`config.mk`:
```
export PLATFORM = sky130hd
export DESIGN_NAME = sdcp_device
export DESIGN_NICKNAME = d
export VERILOG_FILES = /design/src/sdcp_pkg.sv /design/src/sdcp_device.sv /design/src/sdcp_fifo.sv
export SDC_FILE = /design/constraint.sdc
export NUM_CORES = 1
export LEC_CHECK = 0
export BUFFER_PORTS_ARGS = -buffer_cell sky130_fd_sc_hd__buf_2
export CAP_MARGIN = 10
export CORE_ASPECT_RATIO = 1.25
export CORE_UTILIZATION = 60
export DETAILED_ROUTE_END_ITERATION = 8
export PLACE_DENSITY = 0.88
export SLEW_MARGIN = 20
export SYNTH_ARGS = -nofsm -noshare
export SYNTH_HDL_FRONTEND = slang
export SYNTH_HIERARCHICAL = 1
export SYNTH_SLANG_ARGS = --single-unit
```
`constraint.sdc`:
```
create_clock -name clk -period 10.33 [get_ports clk]
set_clock_uncertainty 0.05 [all_clocks]
set_input_delay 1.5495 -clock clk [delete_from_list [all_inputs] [get_ports clk]]
set_output_delay 1.5495 -clock clk [all_outputs]
set_load 0.02 [all_outputs]
```
`src/sdcp_pkg.sv`:
```
// Constants and types shared by the SDRAM command-protocol device model
package sdcp_pkg;
  localparam int ROW_W = 12;
  localparam int COL_W = 8;
  localparam int BANK_W = 2;
  localparam int NBANK = 4;
  localparam int ADDR_W = 12;
  localparam int DATA_W = 16;
  localparam int MASK_W = 2;
  // Mode register field positions and auto-precharge address bit
  localparam int MR_BL_LO = 0;
  localparam int MR_BL_HI = 2;
  localparam int MR_BT = 3;
  localparam int MR_CL_LO = 4;
  localparam int MR_CL_HI = 6;
  localparam int MR_WBL = 9;
  localparam int AP_BIT = 10;
  // Burst length and read latency codes, reset mode, page length
  localparam logic [2:0] BL_1 = 3'h0;
  localparam logic [2:0] BL_2 = 3'h1;
  localparam logic [2:0] BL_4 = 3'h2;
  localparam logic [2:0] BL_8 = 3'h3;
  localparam logic [2:0] BL_PAGE = 3'h7;
  localparam logic [2:0] CL_2 = 3'h2;
  localparam logic [2:0] CL_3 = 3'h3;
  localparam logic [11:0] MODE_RESET = 12'h020;
  localparam int PAGE_LEN = 256;
  // Timing, in ns, and derived cycle counts at 25 MHz
  localparam int CLK_PERIOD_NS = 40;
  localparam int T_RAS_MIN_NS = 42;
  localparam int ROW_PRECHARGE_NS = 18;
  localparam int MODE_WRITE_CYC = 2;
  localparam int RAS_CYC = (T_RAS_MIN_NS + CLK_PERIOD_NS - 1) / CLK_PERIOD_NS;
  localparam int RP_CYC = (ROW_PRECHARGE_NS + CLK_PERIOD_NS - 1) / CLK_PERIOD_NS;
  localparam int DQM_RD_LAT = 2;
  localparam int CNT_W = 4;
  // Command codes {rasN, casN, weN}
  typedef enum logic [2:0] {
    CMD_MODE = 3'h0, CMD_REF = 3'h1, CMD_PRE = 3'h2, CMD_ACT = 3'h3,
    CMD_WR = 3'h4, CMD_RD = 3'h5, CMD_STOP = 3'h6, CMD_NOP = 3'h7
  } sdcp_cmd_t;
  typedef enum logic [1:0] {
    BK_IDLE = 2'h0, BK_ACTIVE = 2'h1, BK_PRE = 2'h2
  } sdcp_bank_t;
  typedef enum logic [1:0] {
    BU_NONE = 2'h0, BU_READ = 2'h1, BU_WRITE = 2'h2
  } sdcp_burst_t;
endpackage : sdcp_pkg

```
`src/sdcp_device.sv`:
```
// SDRAM command-protocol device: decoder, banks, mode register and bursts
// What this block does
// - Latch 12-bit row at activate, 8-bit column at read/write, with bank bits.
// - All strobes high starts nothing; bursts in progress continue.
// - Chip select high disables the decoder; cycle acts as no-operation.
// - All strobes low writes the address pins into the mode register; bank pins are ignored.
// - Burst length A0-A2, type A3, read latency A4-A6, write burst A9.
// - First read word appears exactly read latency cycles after command.
// - Burst column wraps within aligned block in programmed order.
// - Outputs go high impedance at burst end unless a new read continues.
// - New read/write, same-bank precharge or burst stop cuts a read burst.
// - Write data taken from the command cycle; input stops at burst length.
// - Byte mask: reads two cycles later, writes same cycle.
// - Single precharge idles the bank after precharge time.
// - Auto-precharge bit times active and precharge intervals internally.
// - Read latency 2 or 3; burst 1,2,4,8, page; sequential or interleaved.
// - Auto refresh is strobes low with write enable high, all banks idle.
// - Precharge with auto-precharge bit high precharges all banks.
`timescale 1ns/1ps
module sdcp_device #(
  parameter int FIFO_DEPTH = 16
) (
  // Clock and reset
  input wire logic clk,
  input wire logic reset,
  // Command pins
  input wire logic cke,
  input wire logic csN,
  input wire logic rasN,
  input wire logic casN,
  input wire logic weN,
  input wire logic [sdcp_pkg::ADDR_W-1:0] addr,
  input wire logic [sdcp_pkg::BANK_W-1:0] bankSel,
  input wire logic [sdcp_pkg::MASK_W-1:0] dqm,
  // Data pins
  input wire logic [sdcp_pkg::DATA_W-1:0] dqIn,
  output logic [sdcp_pkg::DATA_W-1:0] dqOut,
  output logic [sdcp_pkg::MASK_W-1:0] dqOeN,
  // Write stream to array side
  output logic wrValid,
  input wire logic wrReady,
  output logic [sdcp_pkg::DATA_W+sdcp_pkg::MASK_W+sdcp_pkg::COL_W+sdcp_pkg::ROW_W+1:0] wrWord,
  // Read data from array side, addressed by rdBank/rdRow/rdCol
  output logic [sdcp_pkg::BANK_W-1:0] rdBank,
  output logic [sdcp_pkg::ROW_W-1:0] rdRow,
  output logic [sdcp_pkg::COL_W-1:0] rdCol,
  input wire logic [sdcp_pkg::DATA_W-1:0] rdData,
  // Status
  output logic [11:0] modeReg,
  output logic [sdcp_pkg::NBANK-1:0] bankActive,
  output logic writeStall
);
  localparam int WW = sdcp_pkg::DATA_W + sdcp_pkg::MASK_W + sdcp_pkg::COL_W
                    + sdcp_pkg::ROW_W + sdcp_pkg::BANK_W;
  initial begin
    if (FIFO_DEPTH < 2) $error("FIFO_DEPTH too small");
  end

  // Next column within the wrapped burst block
  function automatic logic [7:0] burstCol(input logic [7:0] start, input logic [7:0] idx,
                                          input logic [2:0] bl, input logic inter);
    logic [7:0] msk;
    msk = 8'h00;
    case (bl)
      sdcp_pkg::BL_2: msk = 8'h01;
      sdcp_pkg::BL_4: msk = 8'h03;
      sdcp_pkg::BL_8: msk = 8'h07;
      sdcp_pkg::BL_PAGE: msk = 8'hff;
      default: msk = 8'h00;
    endcase
    if (inter && bl != sdcp_pkg::BL_PAGE)
      burstCol = (start & ~msk) | ((start ^ idx) & msk);
    else
      burstCol = (start & ~msk) | ((start + idx) & msk);
  endfunction : burstCol

  function automatic logic [8:0] burstLen(input logic [2:0] bl);
    case (bl)
      sdcp_pkg::BL_1: burstLen = 9'h001;
      sdcp_pkg::BL_2: burstLen = 9'h002;
      sdcp_pkg::BL_4: burstLen = 9'h004;
      sdcp_pkg::BL_8: burstLen = 9'h008;
      sdcp_pkg::BL_PAGE: burstLen = 9'(sdcp_pkg::PAGE_LEN);
      default: burstLen = 9'h001;
    endcase
  endfunction : burstLen

  sdcp_pkg::sdcp_cmd_t cmd;
  logic [2:0] bl, clSel;
  logic btInter, wrSingle;
  always_comb begin
    // Deselect and plain no-op start nothing
    cmd = csN ? sdcp_pkg::CMD_NOP : sdcp_pkg::sdcp_cmd_t'({rasN, casN, weN});
    if (!cke) cmd = sdcp_pkg::CMD_NOP;
    bl = modeReg[sdcp_pkg::MR_BL_HI:sdcp_pkg::MR_BL_LO];
    btInter = modeReg[sdcp_pkg::MR_BT];
    clSel = modeReg[sdcp_pkg::MR_CL_HI:sdcp_pkg::MR_CL_LO];
    wrSingle = modeReg[sdcp_pkg::MR_WBL];
  end

  // Bank state
  sdcp_pkg::sdcp_bank_t bkState [sdcp_pkg::NBANK];
  sdcp_pkg::sdcp_bank_t next_bkState [sdcp_pkg::NBANK];
  logic [sdcp_pkg::ROW_W-1:0] bkRow [sdcp_pkg::NBANK];
  logic [sdcp_pkg::ROW_W-1:0] next_bkRow [sdcp_pkg::NBANK];
  logic [sdcp_pkg::CNT_W-1:0] bkCnt [sdcp_pkg::NBANK];
  logic [sdcp_pkg::CNT_W-1:0] next_bkCnt [sdcp_pkg::NBANK];
  logic [sdcp_pkg::NBANK-1:0] bkAp, next_bkAp;
  logic [11:0] next_modeReg;
  logic burstDone;

  // Burst engine state
  sdcp_pkg::sdcp_burst_t bu, next_bu;
  logic [sdcp_pkg::BANK_W-1:0] buBank, next_buBank;
  logic [sdcp_pkg::COL_W-1:0] buStart, next_buStart;
  logic [8:0] buIdx, next_buIdx;
  logic [8:0] buLen, next_buLen;
  // Read output pipeline: depth covers latency 3
  logic [2:0] rdPipeV, next_rdPipeV;
  logic [sdcp_pkg::DATA_W-1:0] next_dqOut;
  logic [sdcp_pkg::MASK_W-1:0] dqmD1;
  logic [sdcp_pkg::MASK_W-1:0] next_dqOeN;

  always_comb begin
    next_modeReg = modeReg;
    next_bkAp = bkAp;
    burstDone = (bu != sdcp_pkg::BU_NONE) && (buIdx + 9'h001 >= buLen);
    for (int b = 0; b < sdcp_pkg::NBANK; b++) begin
      next_bkState[b] = bkState[b];
      next_bkRow[b] = bkRow[b];
      next_bkCnt[b] = (bkCnt[b] != '0) ? bkCnt[b] - 1'b1 : bkCnt[b];
      case (bkState[b])
        sdcp_pkg::BK_PRE: if (bkCnt[b] <= 1) next_bkState[b] = sdcp_pkg::BK_IDLE;
        sdcp_pkg::BK_ACTIVE:
          // Auto precharge begins once the burst ends and active time is met
          if (bkAp[b] && !(bu != sdcp_pkg::BU_NONE && buBank == 2'(b) && !burstDone)
              && bkCnt[b] <= 1) begin
            next_bkState[b] = sdcp_pkg::BK_PRE;
            next_bkCnt[b] = sdcp_pkg::CNT_W'(sdcp_pkg::RP_CYC);
            next_bkAp[b] = 1'b0;
          end
        default: ;
      endcase
    end
    case (cmd)
      sdcp_pkg::CMD_MODE: next_modeReg = addr;
      sdcp_pkg::CMD_ACT: begin
        next_bkState[bankSel] = sdcp_pkg::BK_ACTIVE;
        next_bkRow[bankSel] = addr;
        next_bkCnt[bankSel] = sdcp_pkg::CNT_W'(sdcp_pkg::RAS_CYC);
      end
      sdcp_pkg::CMD_PRE: begin
        for (int b = 0; b < sdcp_pkg::NBANK; b++) begin
          if ((addr[sdcp_pkg::AP_BIT] || bankSel == 2'(b))
              && bkState[b] == sdcp_pkg::BK_ACTIVE) begin
            next_bkState[b] = sdcp_pkg::BK_PRE;
            next_bkCnt[b] = sdcp_pkg::CNT_W'(sdcp_pkg::RP_CYC);
          end
        end
      end
      sdcp_pkg::CMD_RD, sdcp_pkg::CMD_WR:
        if (addr[sdcp_pkg::AP_BIT]) next_bkAp[bankSel] = 1'b1;
      default: ;
    endcase
  end

  always_comb begin
    next_bu = bu;
    next_buBank = buBank;
    next_buStart = buStart;
    next_buLen = buLen;
    next_buIdx = buIdx + 9'h001;
    if (burstDone) next_bu = sdcp_pkg::BU_NONE;
    case (cmd)
      sdcp_pkg::CMD_RD, sdcp_pkg::CMD_WR: begin
        // New column command cuts any burst short
        next_bu = (cmd == sdcp_pkg::CMD_RD) ? sdcp_pkg::BU_READ : sdcp_pkg::BU_WRITE;
        next_buBank = bankSel;
        next_buStart = addr[sdcp_pkg::COL_W-1:0];
        next_buIdx = 9'h001;
        next_buLen = (cmd == sdcp_pkg::CMD_WR && wrSingle) ? 9'h001 : burstLen(bl);
        if (next_buLen == 9'h001) next_bu = sdcp_pkg::BU_NONE;
      end
      sdcp_pkg::CMD_STOP: next_bu = sdcp_pkg::BU_NONE;
      sdcp_pkg::CMD_PRE:
        if (addr[sdcp_pkg::AP_BIT] || bankSel == buBank) next_bu = sdcp_pkg::BU_NONE;
      default: ;
    endcase
  end

  // Array access for the current beat
  logic beatRd, beatWr;
  logic [sdcp_pkg::BANK_W-1:0] beatBank;
  logic [sdcp_pkg::COL_W-1:0] beatCol;
  logic fifoReady;
  always_comb begin
    beatRd = (cmd == sdcp_pkg::CMD_RD) || (bu == sdcp_pkg::BU_READ && cmd != sdcp_pkg::CMD_STOP
             && cmd != sdcp_pkg::CMD_WR);
    beatWr = (cmd == sdcp_pkg::CMD_WR) || (bu == sdcp_pkg::BU_WRITE
             && !(cmd inside {sdcp_pkg::CMD_RD, sdcp_pkg::CMD_STOP, sdcp_pkg::CMD_PRE}));
    beatBank = (cmd inside {sdcp_pkg::CMD_RD, sdcp_pkg::CMD_WR}) ? bankSel : buBank;
    beatCol = (cmd inside {sdcp_pkg::CMD_RD, sdcp_pkg::CMD_WR}) ? addr[sdcp_pkg::COL_W-1:0]
              : burstCol(buStart, buIdx[7:0], bl, btInter);
    // Read pipe: a beat enters at stage 1 and drives the outputs from stage clSel-1
    next_rdPipeV = {rdPipeV[1:0], beatRd};
    next_dqOut = rdData;
    // Byte mask on reads acts two cycles after sampling
    for (int i = 0; i < sdcp_pkg::MASK_W; i++)
      next_dqOeN[i] = !((clSel == sdcp_pkg::CL_3 ? rdPipeV[1] : rdPipeV[0])
                        && !dqmD1[i]);
  end

  // Read data path registered once more to match latency
  logic [sdcp_pkg::DATA_W-1:0] rdStage;
  logic [sdcp_pkg::BANK_W-1:0] next_rdBank;
  logic [sdcp_pkg::ROW_W-1:0] next_rdRow;
  logic [sdcp_pkg::COL_W-1:0] next_rdCol;
  always_comb begin
    next_rdBank = beatBank;
    next_rdRow = bkRow[beatBank];
    next_rdCol = beatCol;
  end

  sdcp_fifo #(.WIDTH(WW), .DEPTH(FIFO_DEPTH)) u_wrFifo (
    .clk(clk),
    .reset(reset),
    .inValid(beatWr && dqm != {sdcp_pkg::MASK_W{1'b1}}),
    .inReady(fifoReady),
    .inData({dqIn, dqm, beatCol, bkRow[beatBank], beatBank}),
    .outValid(wrValid),
    .outReady(wrReady),
    .outData(wrWord)
  );

  always_ff @(posedge clk or posedge reset) begin
    if (reset) begin
      modeReg <= sdcp_pkg::MODE_RESET;
      bkAp <= '0;
      bu <= sdcp_pkg::BU_NONE;
      buBank <= '0;
      buStart <= '0;
      buIdx <= '0;
      buLen <= 9'h001;
      rdPipeV <= '0;
      dqOut <= '0;
      dqOeN <= '1;
      dqmD1 <= '1;
      rdBank <= '0;
      rdRow <= '0;
      rdCol <= '0;
      rdStage <= '0;
      bankActive <= '0;
      writeStall <= 1'b0;
      for (int b = 0; b < sdcp_pkg::NBANK; b++) begin
        bkState[b] <= sdcp_pkg::BK_IDLE;
        bkRow[b] <= '0;
        bkCnt[b] <= '0;
      end
    end else begin
      modeReg <= next_modeReg;
      bkAp <= next_bkAp;
      bu <= next_bu;
      buBank <= next_buBank;
      buStart <= next_buStart;
      buIdx <= next_buIdx;
      buLen <= next_buLen;
      rdPipeV <= next_rdPipeV;
      rdStage <= rdData;
      dqOut <= (clSel == sdcp_pkg::CL_3) ? rdStage : next_dqOut;
      dqOeN <= next_dqOeN;
      dqmD1 <= dqm;
      rdBank <= next_rdBank;
      rdRow <= next_rdRow;
      rdCol <= next_rdCol;
      writeStall <= !fifoReady;
      for (int b = 0; b < sdcp_pkg::NBANK; b++) begin
        bkState[b] <= next_bkState[b];
        bkRow[b] <= next_bkRow[b];
        bkCnt[b] <= next_bkCnt[b];
        bankActive[b] <= next_bkState[b] == sdcp_pkg::BK_ACTIVE;
      end
    end
  end

  AST_MODE_WRITE: assert property (@(posedge clk) disable iff (reset)
    (cmd == sdcp_pkg::CMD_MODE) |=> (modeReg == $past(addr)))
    else $error("mode register not captured");
  AST_DESELECT: assert property (@(posedge clk) disable iff (reset)
    (csN && bu == sdcp_pkg::BU_NONE && bankActive == '0) |=> $stable(bankActive))
    else $error("deselect changed bank state");
  AST_ROW_LATCH: assert property (@(posedge clk) disable iff (reset)
    (cmd == sdcp_pkg::CMD_ACT) |=> (bkRow[$past(bankSel)] == $past(addr)))
    else $error("row not latched");
  AST_READ_LAT2: assert property (@(posedge clk) disable iff (reset)
    (cmd == sdcp_pkg::CMD_RD && clSel == sdcp_pkg::CL_2 && dqm == '0)
    ##1 (dqm == '0 && clSel == sdcp_pkg::CL_2) |=> (dqOeN == '0))
    else $error("read data not driven at latency two");
  AST_IDLE_HIZ: assert property (@(posedge clk) disable iff (reset)
    (rdPipeV == '0) |=> (dqOeN == '1))
    else $error("outputs driven without read");
  AST_PRECHARGE: assert property (@(posedge clk) disable iff (reset)
    (cmd == sdcp_pkg::CMD_PRE && bkState[bankSel] == sdcp_pkg::BK_ACTIVE)
    |=> (bkState[$past(bankSel)] == sdcp_pkg::BK_PRE))
    else $error("precharge not started");
  AST_STOP: assert property (@(posedge clk) disable iff (reset)
    (cmd == sdcp_pkg::CMD_STOP) |=> (bu == sdcp_pkg::BU_NONE))
    else $error("burst stop ignored");
  AST_WRITE_MASK: assert property (@(posedge clk) disable iff (reset)
    (beatWr && dqm == '1) |-> !u_wrFifo.push)
    else $error("masked write accepted");
  AST_ALL_IDLE: assert property (@(posedge clk) disable iff (reset)
    (cmd inside {sdcp_pkg::CMD_MODE, sdcp_pkg::CMD_REF}) |-> (bankActive == '0))
    else $error("refresh or mode write with a bank active");
endmodule : sdcp_device

```
`src/sdcp_fifo.sv`:
```
// Synchronous FIFO with valid/ready handshakes on both sides
`timescale 1ns/1ps
module sdcp_fifo #(
  parameter int WIDTH = 16,
  parameter int DEPTH = 16
) (
  // Clock and reset
  input wire logic clk,
  input wire logic reset,
  // Fill side
  input wire logic inValid,
  output logic inReady,
  input wire logic [WIDTH-1:0] inData,
  // Drain side
  output logic outValid,
  input wire logic outReady,
  output logic [WIDTH-1:0] outData
);
  localparam int AW = $clog2(DEPTH);
  initial begin
    if (DEPTH < 2 || (1 << AW) != DEPTH) $error("DEPTH must be a power of two");
  end
  logic [WIDTH-1:0] mem [DEPTH];
  logic [AW:0] wrPtr, rdPtr, next_wrPtr, next_rdPtr;
  logic push, pop;
  always_comb begin
    inReady = (wrPtr - rdPtr) != (AW+1)'(DEPTH);
    outValid = wrPtr != rdPtr;
    outData = mem[rdPtr[AW-1:0]];
    push = inValid && inReady;
    pop = outValid && outReady;
    next_wrPtr = push ? wrPtr + 1'b1 : wrPtr;
    next_rdPtr = pop ? rdPtr + 1'b1 : rdPtr;
  end
  always_ff @(posedge clk or posedge reset) begin
    if (reset) begin
      wrPtr <= '0;
      rdPtr <= '0;
    end else begin
      wrPtr <= next_wrPtr;
      rdPtr <= next_rdPtr;
    end
  end
  always_ff @(posedge clk) begin
    if (push) mem[wrPtr[AW-1:0]] <= inData;
  end
endmodule : sdcp_fifo

```
==> impl_results.md, run 1 <==
* Total CTS buffers at 78
* Distinct cell type count after synthesis at 80
* # DRC at 0
* Worst max-slew margin expressed relative to the limit at 0.222
* Leading cell types by total area after synthesis: sky130_fd_sc_hd__edfxtp_1 (57%), sky130_fd_sc_hd__dfrtp_1 (14%), sky130_fd_sc_hd__mux4_2 (11%)
* Top_reg_cell synth: sky130_fd_sc_hd__edfxtp_1
* Number of standard-cell rows in the floorplan at 96
* Max-cap check violation count at 0
* Most common cell on crit path: sky130_fd_sc_hd__buf_4
* Horiz. Die Dim at 213 microns
* Area inside the core boundary at 0.0550 sq mm
* Largest net degree at the start of global routing at 128
* Time the final worst path needs with I/O delays and setup at 5.67 ns
* Root Driver: sky130_fd_sc_hd__clkbuf_16
* Gpl congestion at 0.918
* Most frequent cells in the layout: sky130_fd_sc_hd__edfxtp_1 (640), sky130_fd_sc_hd__nand2_1 (341), sky130_fd_sc_hd__dfrtp_1 (179)
* Post-synthesis to final-layout area growth at 12.7%
* Wire length of the first global-routing pass at 126 mm
* RSZ-0062 raised after global routing: false
* CP max stage cell: sky130_fd_sc_hd__buf_4
* Mean cell area of the mapped netlist at 16.8 sq um
* Final wirelength at 84.1 mm
* Mapped cell area at 0.0335 sq mm
* Final Max Slew Viols at 0
* Cell area power density at 269 mW/mm^2
* Leakage dissipation at 0.0137 uW
* Total negative slack for setup checks at 0 ns
* Share of post-route cells with drive strength above 1 at 0.262
* Nature of the critical path startpoint: flop
* Number of nets with antenna violations after detailed routing at 0
* Clock latency of the later-clocked register in the worst-skew pair at 0.63 ns
* Crit Path Max Fanout at 51
* Arrival time of data at the critical path endpoint at 4.07 ns
* Register area share after synthesis at 0.715
* Warnings from Yosys at 6
* WP data required at 8.73 ns
* Worst Path Buf+Inv at 3
* Post-Place Cells at 2832
* Number of hold-slack violations in the final timing report at 0
* Cells traversed along the worst timing path: buf_4 > buf_4 > mux4_2 > nand2_1 > and3_1 > a31oi_1 > buf_2
* Finished Layout Cells at 2978
* Detailed Routing Iterations Pass 1 at 6
* Utilization after layout at 0.686
* Most common cell after layout, fill and taps aside: sky130_fd_sc_hd__edfxtp_1
* I/O pin count at 154
* Maximum level of the CTS H-tree at 3
* Status: finished, final reports clean
* Hold Worst Slack at 0.370 ns
* Type of the most critical hold path: flop to flop
* Post-Synthesis Net Count at 2095
* Number of antenna violations at the first check in global routing at 5
* Clock transition at the register clock pins on the worst setup and hold paths after CTS at 0.07 ns
* Post-CTS setup buffer count at 0
* Remaining Overflow, GRT at 0
* Highest ir drop seen on vdd at 0.282 mV
* Clock tree from TritonCTS: yes
* Top cell type by total area after synthesis: sky130_fd_sc_hd__edfxtp_1
* Per-cell routed wire length at 28.2 microns
* Max Clock Freq at 0.176 GHz
* Total track usage at 0.305
* Net count of the finished layout at 2278
* Async SR Flop Fraction at 0.228
* Routed vias/inst at 6.58
* Kind of end point of the critical path: output pin
* Critical path's largest stage delay at 0.72 ns
* Starting density of the core at 0.609
* Die extent in y at 266 microns
* Number of enable flip-flop cells after synthesis at 640
* Worst Path Class, Setup: flop to output pin
* Cell count after synthesis at 1996
* Number of violations reported at the end of detailed-routing iteration 0 at 2418
* Share of the clock period used by the worst path at 0.549
* Total power of the final layout at 10100 uW
* Final setup violating endpoints at 0
* Post-detail-place hpwl at 44.8 mm
* Delay-heaviest family, CP: buffers and inverters
* Area fraction of the dominant cell type after synthesis at 0.574
* Die ar. at 0.0568 sq mm
* Number of flip-flops and latches in the synthesized netlist at 829
* Vias post-DR at 19591
* Hold-fix buffers, CTS at 0
* Sinks on Clock Net at 829
* Via count of the first global-routing pass at 20532
* Buffers added on ports at 153
* Post-cts gate resize count at 0
* Worst Tran Pin Value at 1.16 ns
* CTS Buffer Depth at 3
-- worst paths after layout --
| path | cells past startpoint | from | endpoint | slack [ns] |
|---|---|---|---|---|
| hold / removal | 0 | rdPipeV[0]$_DFF_PP0_ | rdPipeV[1]$_DFF_PP0_ | 0.37 |
| max in group asynchronous | 3 | reset | rdRow[6]$_DFF_PP0_ | 7.83 |
| hold reg to reg | 0 | rdPipeV[0]$_DFF_PP0_ | rdPipeV[1]$_DFF_PP0_ | 0.37 |
| setup reg to reg | 9 | u_wrFifo/rdPtr[0]$_DFFE_PP0P_ | u_wrFifo/mem[10][13]$_DFFE_PP_ | 5.03 |
| setup / recovery | 7 | u_wrFifo/rdPtr[2]$_DFFE_PP0P_ | wrWord[8] | 4.66 |
| min in group asynchronous | 2 | reset | writeStall$_DFF_PP0_ | 0.87 |
-- where the power goes --
group / switching (uW) / internal, uW / leakage [uW]
sequential: 268 / 3910 / 0.00815
clock: 1230 / 1610 / 0.00120
combinational: 1880 / 1240 / 0.00432
total: 3380 / 6760 / 0.0137
-- per-stage QoR --
stage | setup WS [ns] | instance area [sq um]
4_1_cts | 4.65 | 37700
2_1_floorplan | 3.35 | 33500
3_5_place_dp | 5.01 | 35200
5_1_grt | 4.60 | 37800
6_report | 4.66 | 37800
3_3_place_gp | 5.29 | 35200
-- synthesized netlist by cell type (8+ instances only) --
master / n
sky130_fd_sc_hd__o21ai_0: 30
sky130_fd_sc_hd__nor2_1: 48
sky130_fd_sc_hd__a31oi_1: 59
sky130_fd_sc_hd__buf_2: 14
sky130_fd_sc_hd__clkbuf_1: 43
sky130_fd_sc_hd__nand2_1: 341
sky130_fd_sc_hd__nand3_1: 16
sky130_fd_sc_hd__mux4_2: 160
sky130_fd_sc_hd__buf_4: 21
sky130_fd_sc_hd__buf_1: 12
sky130_fd_sc_hd__dfrtp_1: 183
sky130_fd_sc_hd__xnor2_1: 22
sky130_fd_sc_hd__nor4_1: 10
sky130_fd_sc_hd__mux2_2: 52
sky130_fd_sc_hd__nor2b_1: 8
sky130_fd_sc_hd__ha_1: 42
sky130_fd_sc_hd__edfxtp_1: 640
sky130_fd_sc_hd__a21oi_1: 21
sky130_fd_sc_hd__nor3_1: 24
sky130_fd_sc_hd__and3_1: 54
sky130_fd_sc_hd__nand2b_1: 9
sky130_fd_sc_hd__inv_1: 46
-- state kept, by name, indices dropped and copies added (netlist names), 8 cells and up --
signal        count
bkCnt            16
bkState           8
bkRow            48
buIdx             9
buStart           8
rdCol             8
rdRow            12
u_wrFifo/mem    640
dqOut            16
modeReg          12
rdStage          16
-- metal layers --
layer / global-route usage / vias up / share of wire
met2: 0.526 / 1288 / 0.52
met3: 0.0529 / 251 / 0.095
met4: 0.137 / 6 / 0.041
met1: 0.376 / 10032 / 0.34
li1: - / 8014 / -
met5: 0 / - / 0.00049
-- cell type report --
| cell class | count | area (sq um) |
|---|---|---|
| Sequential cell | 829 | 24000 |
| Clock buffer | 104 | 2100 |
| Antenna cell | 2 | 5.00 |
| Timing Repair Buffer | 197 | 1130 |
| Multi-Input combinational cell | 1024 | 9060 |
| Tap cell | 735 | 920 |
| Fill cell | 3403 | 17300 |
| Clock inverter | 38 | 380 |
| Inverter | 49 | 191 |
-- cell families after synthesis --
kind of cell | after synthesis | share of synthesized area
flops | 829 | 0.715
simple gates | 549 | 0.0735
mux | 218 | 0.127
compound gates | 184 | 0.0400
buf+inv | 143 | 0.0198
fa+ha+maj | 43 | 0.0163
xor+xnor | 30 | 0.00807
(Power assumes the default switching activity.)
==> inputs of run 2 (changes only) <==
ABC_AREA = 1   (was unset)
CORE_UTILIZATION = 55   (was 60)
PLACE_DENSITY = 0.85   (was 0.88)
clock period = 5.1 ns   (was 10.33 ns; I/O delays follow)
==> run 2 against run 1 <==
Compared with the run above:
- via count increased by 18%
- clock power up 93%
- combinational power is 130% higher
- core utilization decreased by 6.2 points
- global-route usage down 3.8 points
- non-clock buffer count is 10 higher
- largest cell class unchanged
- critical path depth rose by 2
- register-to-register slack lost 3.6 ns
- first-iteration DRC count is 7.3% higher
==> impl_results.md, run 2 <==
* Via count of the first global-routing pass at 22765
* Post-cts gate resize count at 0
* Nature of the critical path startpoint: flop
* Number of standard-cell rows in the floorplan at 101
* Largest net degree at the start of global routing at 243
* Placement-stage cell area at 0.0356 sq mm
* Number of nets with antenna violations after detailed routing at 0
* Buffers added on ports at 153
* Number of enable flip-flop cells after synthesis at 640
* Number of hold-slack violations in the final timing report at 0
* Type of the most critical hold path: input pin to async pin
* Leakage dissipation at 0.0142 uW
* Clock transition at the register clock pins on the worst setup and hold paths after CTS at 0.06 ns
* Number of antenna violations at the first check in global routing at 0
* # fillers at 4316
* Vias post-DR at 23143
* Net count of the finished layout at 3074
* Top cell type by total area after synthesis: sky130_fd_sc_hd__edfxtp_1
* I/O pin count at 154
* Clock latency of the later-clocked register in the worst-skew pair at 0.64 ns
* Startpoint of the most critical setup path: u_wrFifo/rdPtr[0]$_DFFE_PP0P_
* Die ar. at 0.0626 sq mm
* Worst Tran Pin Value at 1.11 ns
* Area fraction of the dominant cell type after synthesis at 0.567
* Gpl congestion at 0.877
* Routed vias/inst at 6.00
* Arrival time of data at the critical path endpoint at 3.31 ns
* Cell count after synthesis at 2844
* Starting density of the core at 0.557
* Wire length of the first global-routing pass at 127 mm
* Async SR Flop Fraction at 0.228
* Cell area power density at 554 mW/mm^2
* Horiz. Die Dim at 224 microns
* Highest ir drop seen on vdd at 0.512 mV
* Kind of end point of the critical path: output pin
* Part of the total power dissipated in sequential elements at 0.397
* Post-Place Cells at 3721
* Post-CTS setup buffer count at 0
* Area taken by multi-input logic gates at 0.00877 sq mm
* Clock Power Share at 0.261
* Final Max Slew Viols at 0
* Total negative slack for setup checks at 0 ns
* Finished Layout Cells at 3859
* Mapped cell area at 0.0339 sq mm
* Time the final worst path needs with I/O delays and setup at 4.12 ns
* Max reg flops at 640
* Register area share after synthesis at 0.707
* Hold-fix buffers, CTS at 0
* Number of violations reported at the end of detailed-routing iteration 0 at 2594
* Post-synthesis to final-layout area growth at 12.1%
* Status: finished, final reports clean
* Root Driver: sky130_fd_sc_hd__clkbuf_16
* Mean cell area of the mapped netlist at 11.9 sq um
* Fraction of power spent switching nets at 0.377
* Clock tree from TritonCTS: yes
* Max Clock Freq at 0.243 GHz
* Maximum level of the CTS H-tree at 3
* Leading cell types by total area after synthesis: sky130_fd_sc_hd__edfxtp_1 (57%), sky130_fd_sc_hd__dfrtp_1 (14%), sky130_fd_sc_hd__o21ai_0 (5.6%)
* Utilization after layout at 0.625
* Post-Synthesis Net Count at 2943
* Share of the clock period used by the worst path at 0.808
* Detailed Routing Iterations Pass 1 at 8
* Top_reg_cell synth: sky130_fd_sc_hd__edfxtp_1
* Share of post-route cells with drive strength above 1 at 0.129
* Total CTS buffers at 74
* Most frequent cell after synthesis: sky130_fd_sc_hd__edfxtp_1
* Post-layout instance area at 0.0380 sq mm
* Warnings from Yosys at 6
* Setup WS pre-CTS at 1.42 ns
* Distinct cell type count after synthesis at 41
* Sinks on Clock Net at 829
* Number of flip-flops and latches in the synthesized netlist at 829
* WP data required at 4.28 ns
* Max-cap check violation count at 0
* Most common cell after layout, fill and taps aside: sky130_fd_sc_hd__edfxtp_1
* CTS Buffer Depth at 3
* Worst Path Class, Setup: flop to output pin
* Net Switching at 7930 uW
* Per-cell routed wire length at 21.5 microns
* Die extent in y at 279 microns
* Worst max-slew margin expressed relative to the limit at 0.262
* Final setup violating endpoints at 0
* Total track usage at 0.267
* Minimum setup slack in the final design at 0.979 ns
* RSZ-0062 raised after global routing: false
* Area inside the core boundary at 0.0608 sq mm
* # DRC at 0
* Flip-flop and latch area at 0.0240 sq mm
* Commonest cells in the netlist: sky130_fd_sc_hd__edfxtp_1 (640), sky130_fd_sc_hd__nor2_1 (493), sky130_fd_sc_hd__o21ai_0 (376), sky130_fd_sc_hd__nand2_1 (318), sky130_fd_sc_hd__dfrtp_1 (183)
* Post-detail-place hpwl at 46.8 mm
* Remaining Overflow, GRT at 0
* Share of total power in combinational logic at 0.342
* Most frequent cells in the layout: sky130_fd_sc_hd__edfxtp_1 (640), sky130_fd_sc_hd__nor2_1 (476), sky130_fd_sc_hd__o21ai_0 (369)
* Final wirelength at 83.1 mm
* Reg-to-reg startpoint: u_wrFifo/rdPtr[2]$_DFFE_PP0P_
* Inserted Diodes at 0
* Internal power at 13100 uW
* Crit Path Max Fanout at 138
## run 2: final timing paths
kind                                                  end  slack (ns)  cells after the start
max                                            wrWord[26]        0.98                      9
max in group asynchronous              rdCol[4]$_DFF_PP0_        3.70                      3
min reg2reg                          rdPipeV[1]$_DFF_PP0_        0.33                      0
min                                  writeStall$_DFF_PP0_        0.03                      2
max reg2reg                u_wrFifo/mem[11][21]$_DFFE_PP_        1.45                     11
min in group clk                     rdStage[8]$_DFF_PP0_        0.20                      1
## run 2: per-stage QoR
stage | power [uW] | hold WS (ns)
3_3_place_gp | 15200 | 0.308
5_1_grt | 22000 | 0.0402
4_1_cts | 21000 | 0.0186
6_report | 21000 | 0.0320
2_1_floorplan | 13300 | 0.299
3_5_place_dp | 15500 | 0.320
## run 2: critical path, stage by stage, from the launching register on
cell                      delay, ns
sky130_fd_sc_hd__dfrtp_4       0.61
sky130_fd_sc_hd__inv_8         0.60
sky130_fd_sc_hd__buf_12        0.39
sky130_fd_sc_hd__o21ai_0       0.19
sky130_fd_sc_hd__o22ai_1       0.22
sky130_fd_sc_hd__nand2_1       0.08
sky130_fd_sc_hd__nand2_1       0.16
sky130_fd_sc_hd__inv_1         0.08
sky130_fd_sc_hd__nand2_1       0.12
sky130_fd_sc_hd__buf_2         0.18
## run 2: routing by layer
layer,wire length [microns],global-route usage
met3,7170,0.0481
met1,30500,0.323
met2,41600,0.458
met4,3860,0.136
met5,0,0
## run 2: area by class of cell
class                   instances  share of cell area
inverters                     142              0.0143
repair buffers                207              0.0341
well taps                     824              0.0272
flip-flops and latches        829               0.631
clock buffers                  94              0.0515
clock inverters                42              0.0106
multi-input cells            1721               0.231
## run 2: logic make-up (layout without fill, tap and decap cells)
| family | count (synthesis) | after routing | share of synthesized area |
|---|---|---|---|
| XOR/XNOR | 26 | 26 | 0.00672 |
| multiplexers | 17 | 17 | 0.00565 |
| flip-flops | 829 | 829 | 0.707 |
| AO/OA/AOI/OAI | 683 | 683 | 0.111 |
| adder cells (fa/ha/maj) | 43 | 43 | 0.0161 |
| AND/OR/NAND/NOR | 952 | 952 | 0.114 |
| buffers and inverters | 294 | 485 | 0.0392 |
## run 2: power groups by stage
stage | Combinational [uW] | Sequential [uW] | Clock, uW
floorplan | 4930 | 8410 | 0
global placement | 6730 | 8480 | 0
detailed placement | 6980 | 8480 | 0
CTS | 7100 | 8350 | 5540
global route | 7860 | 8400 | 5780
finish | 7200 | 8350 | 5480
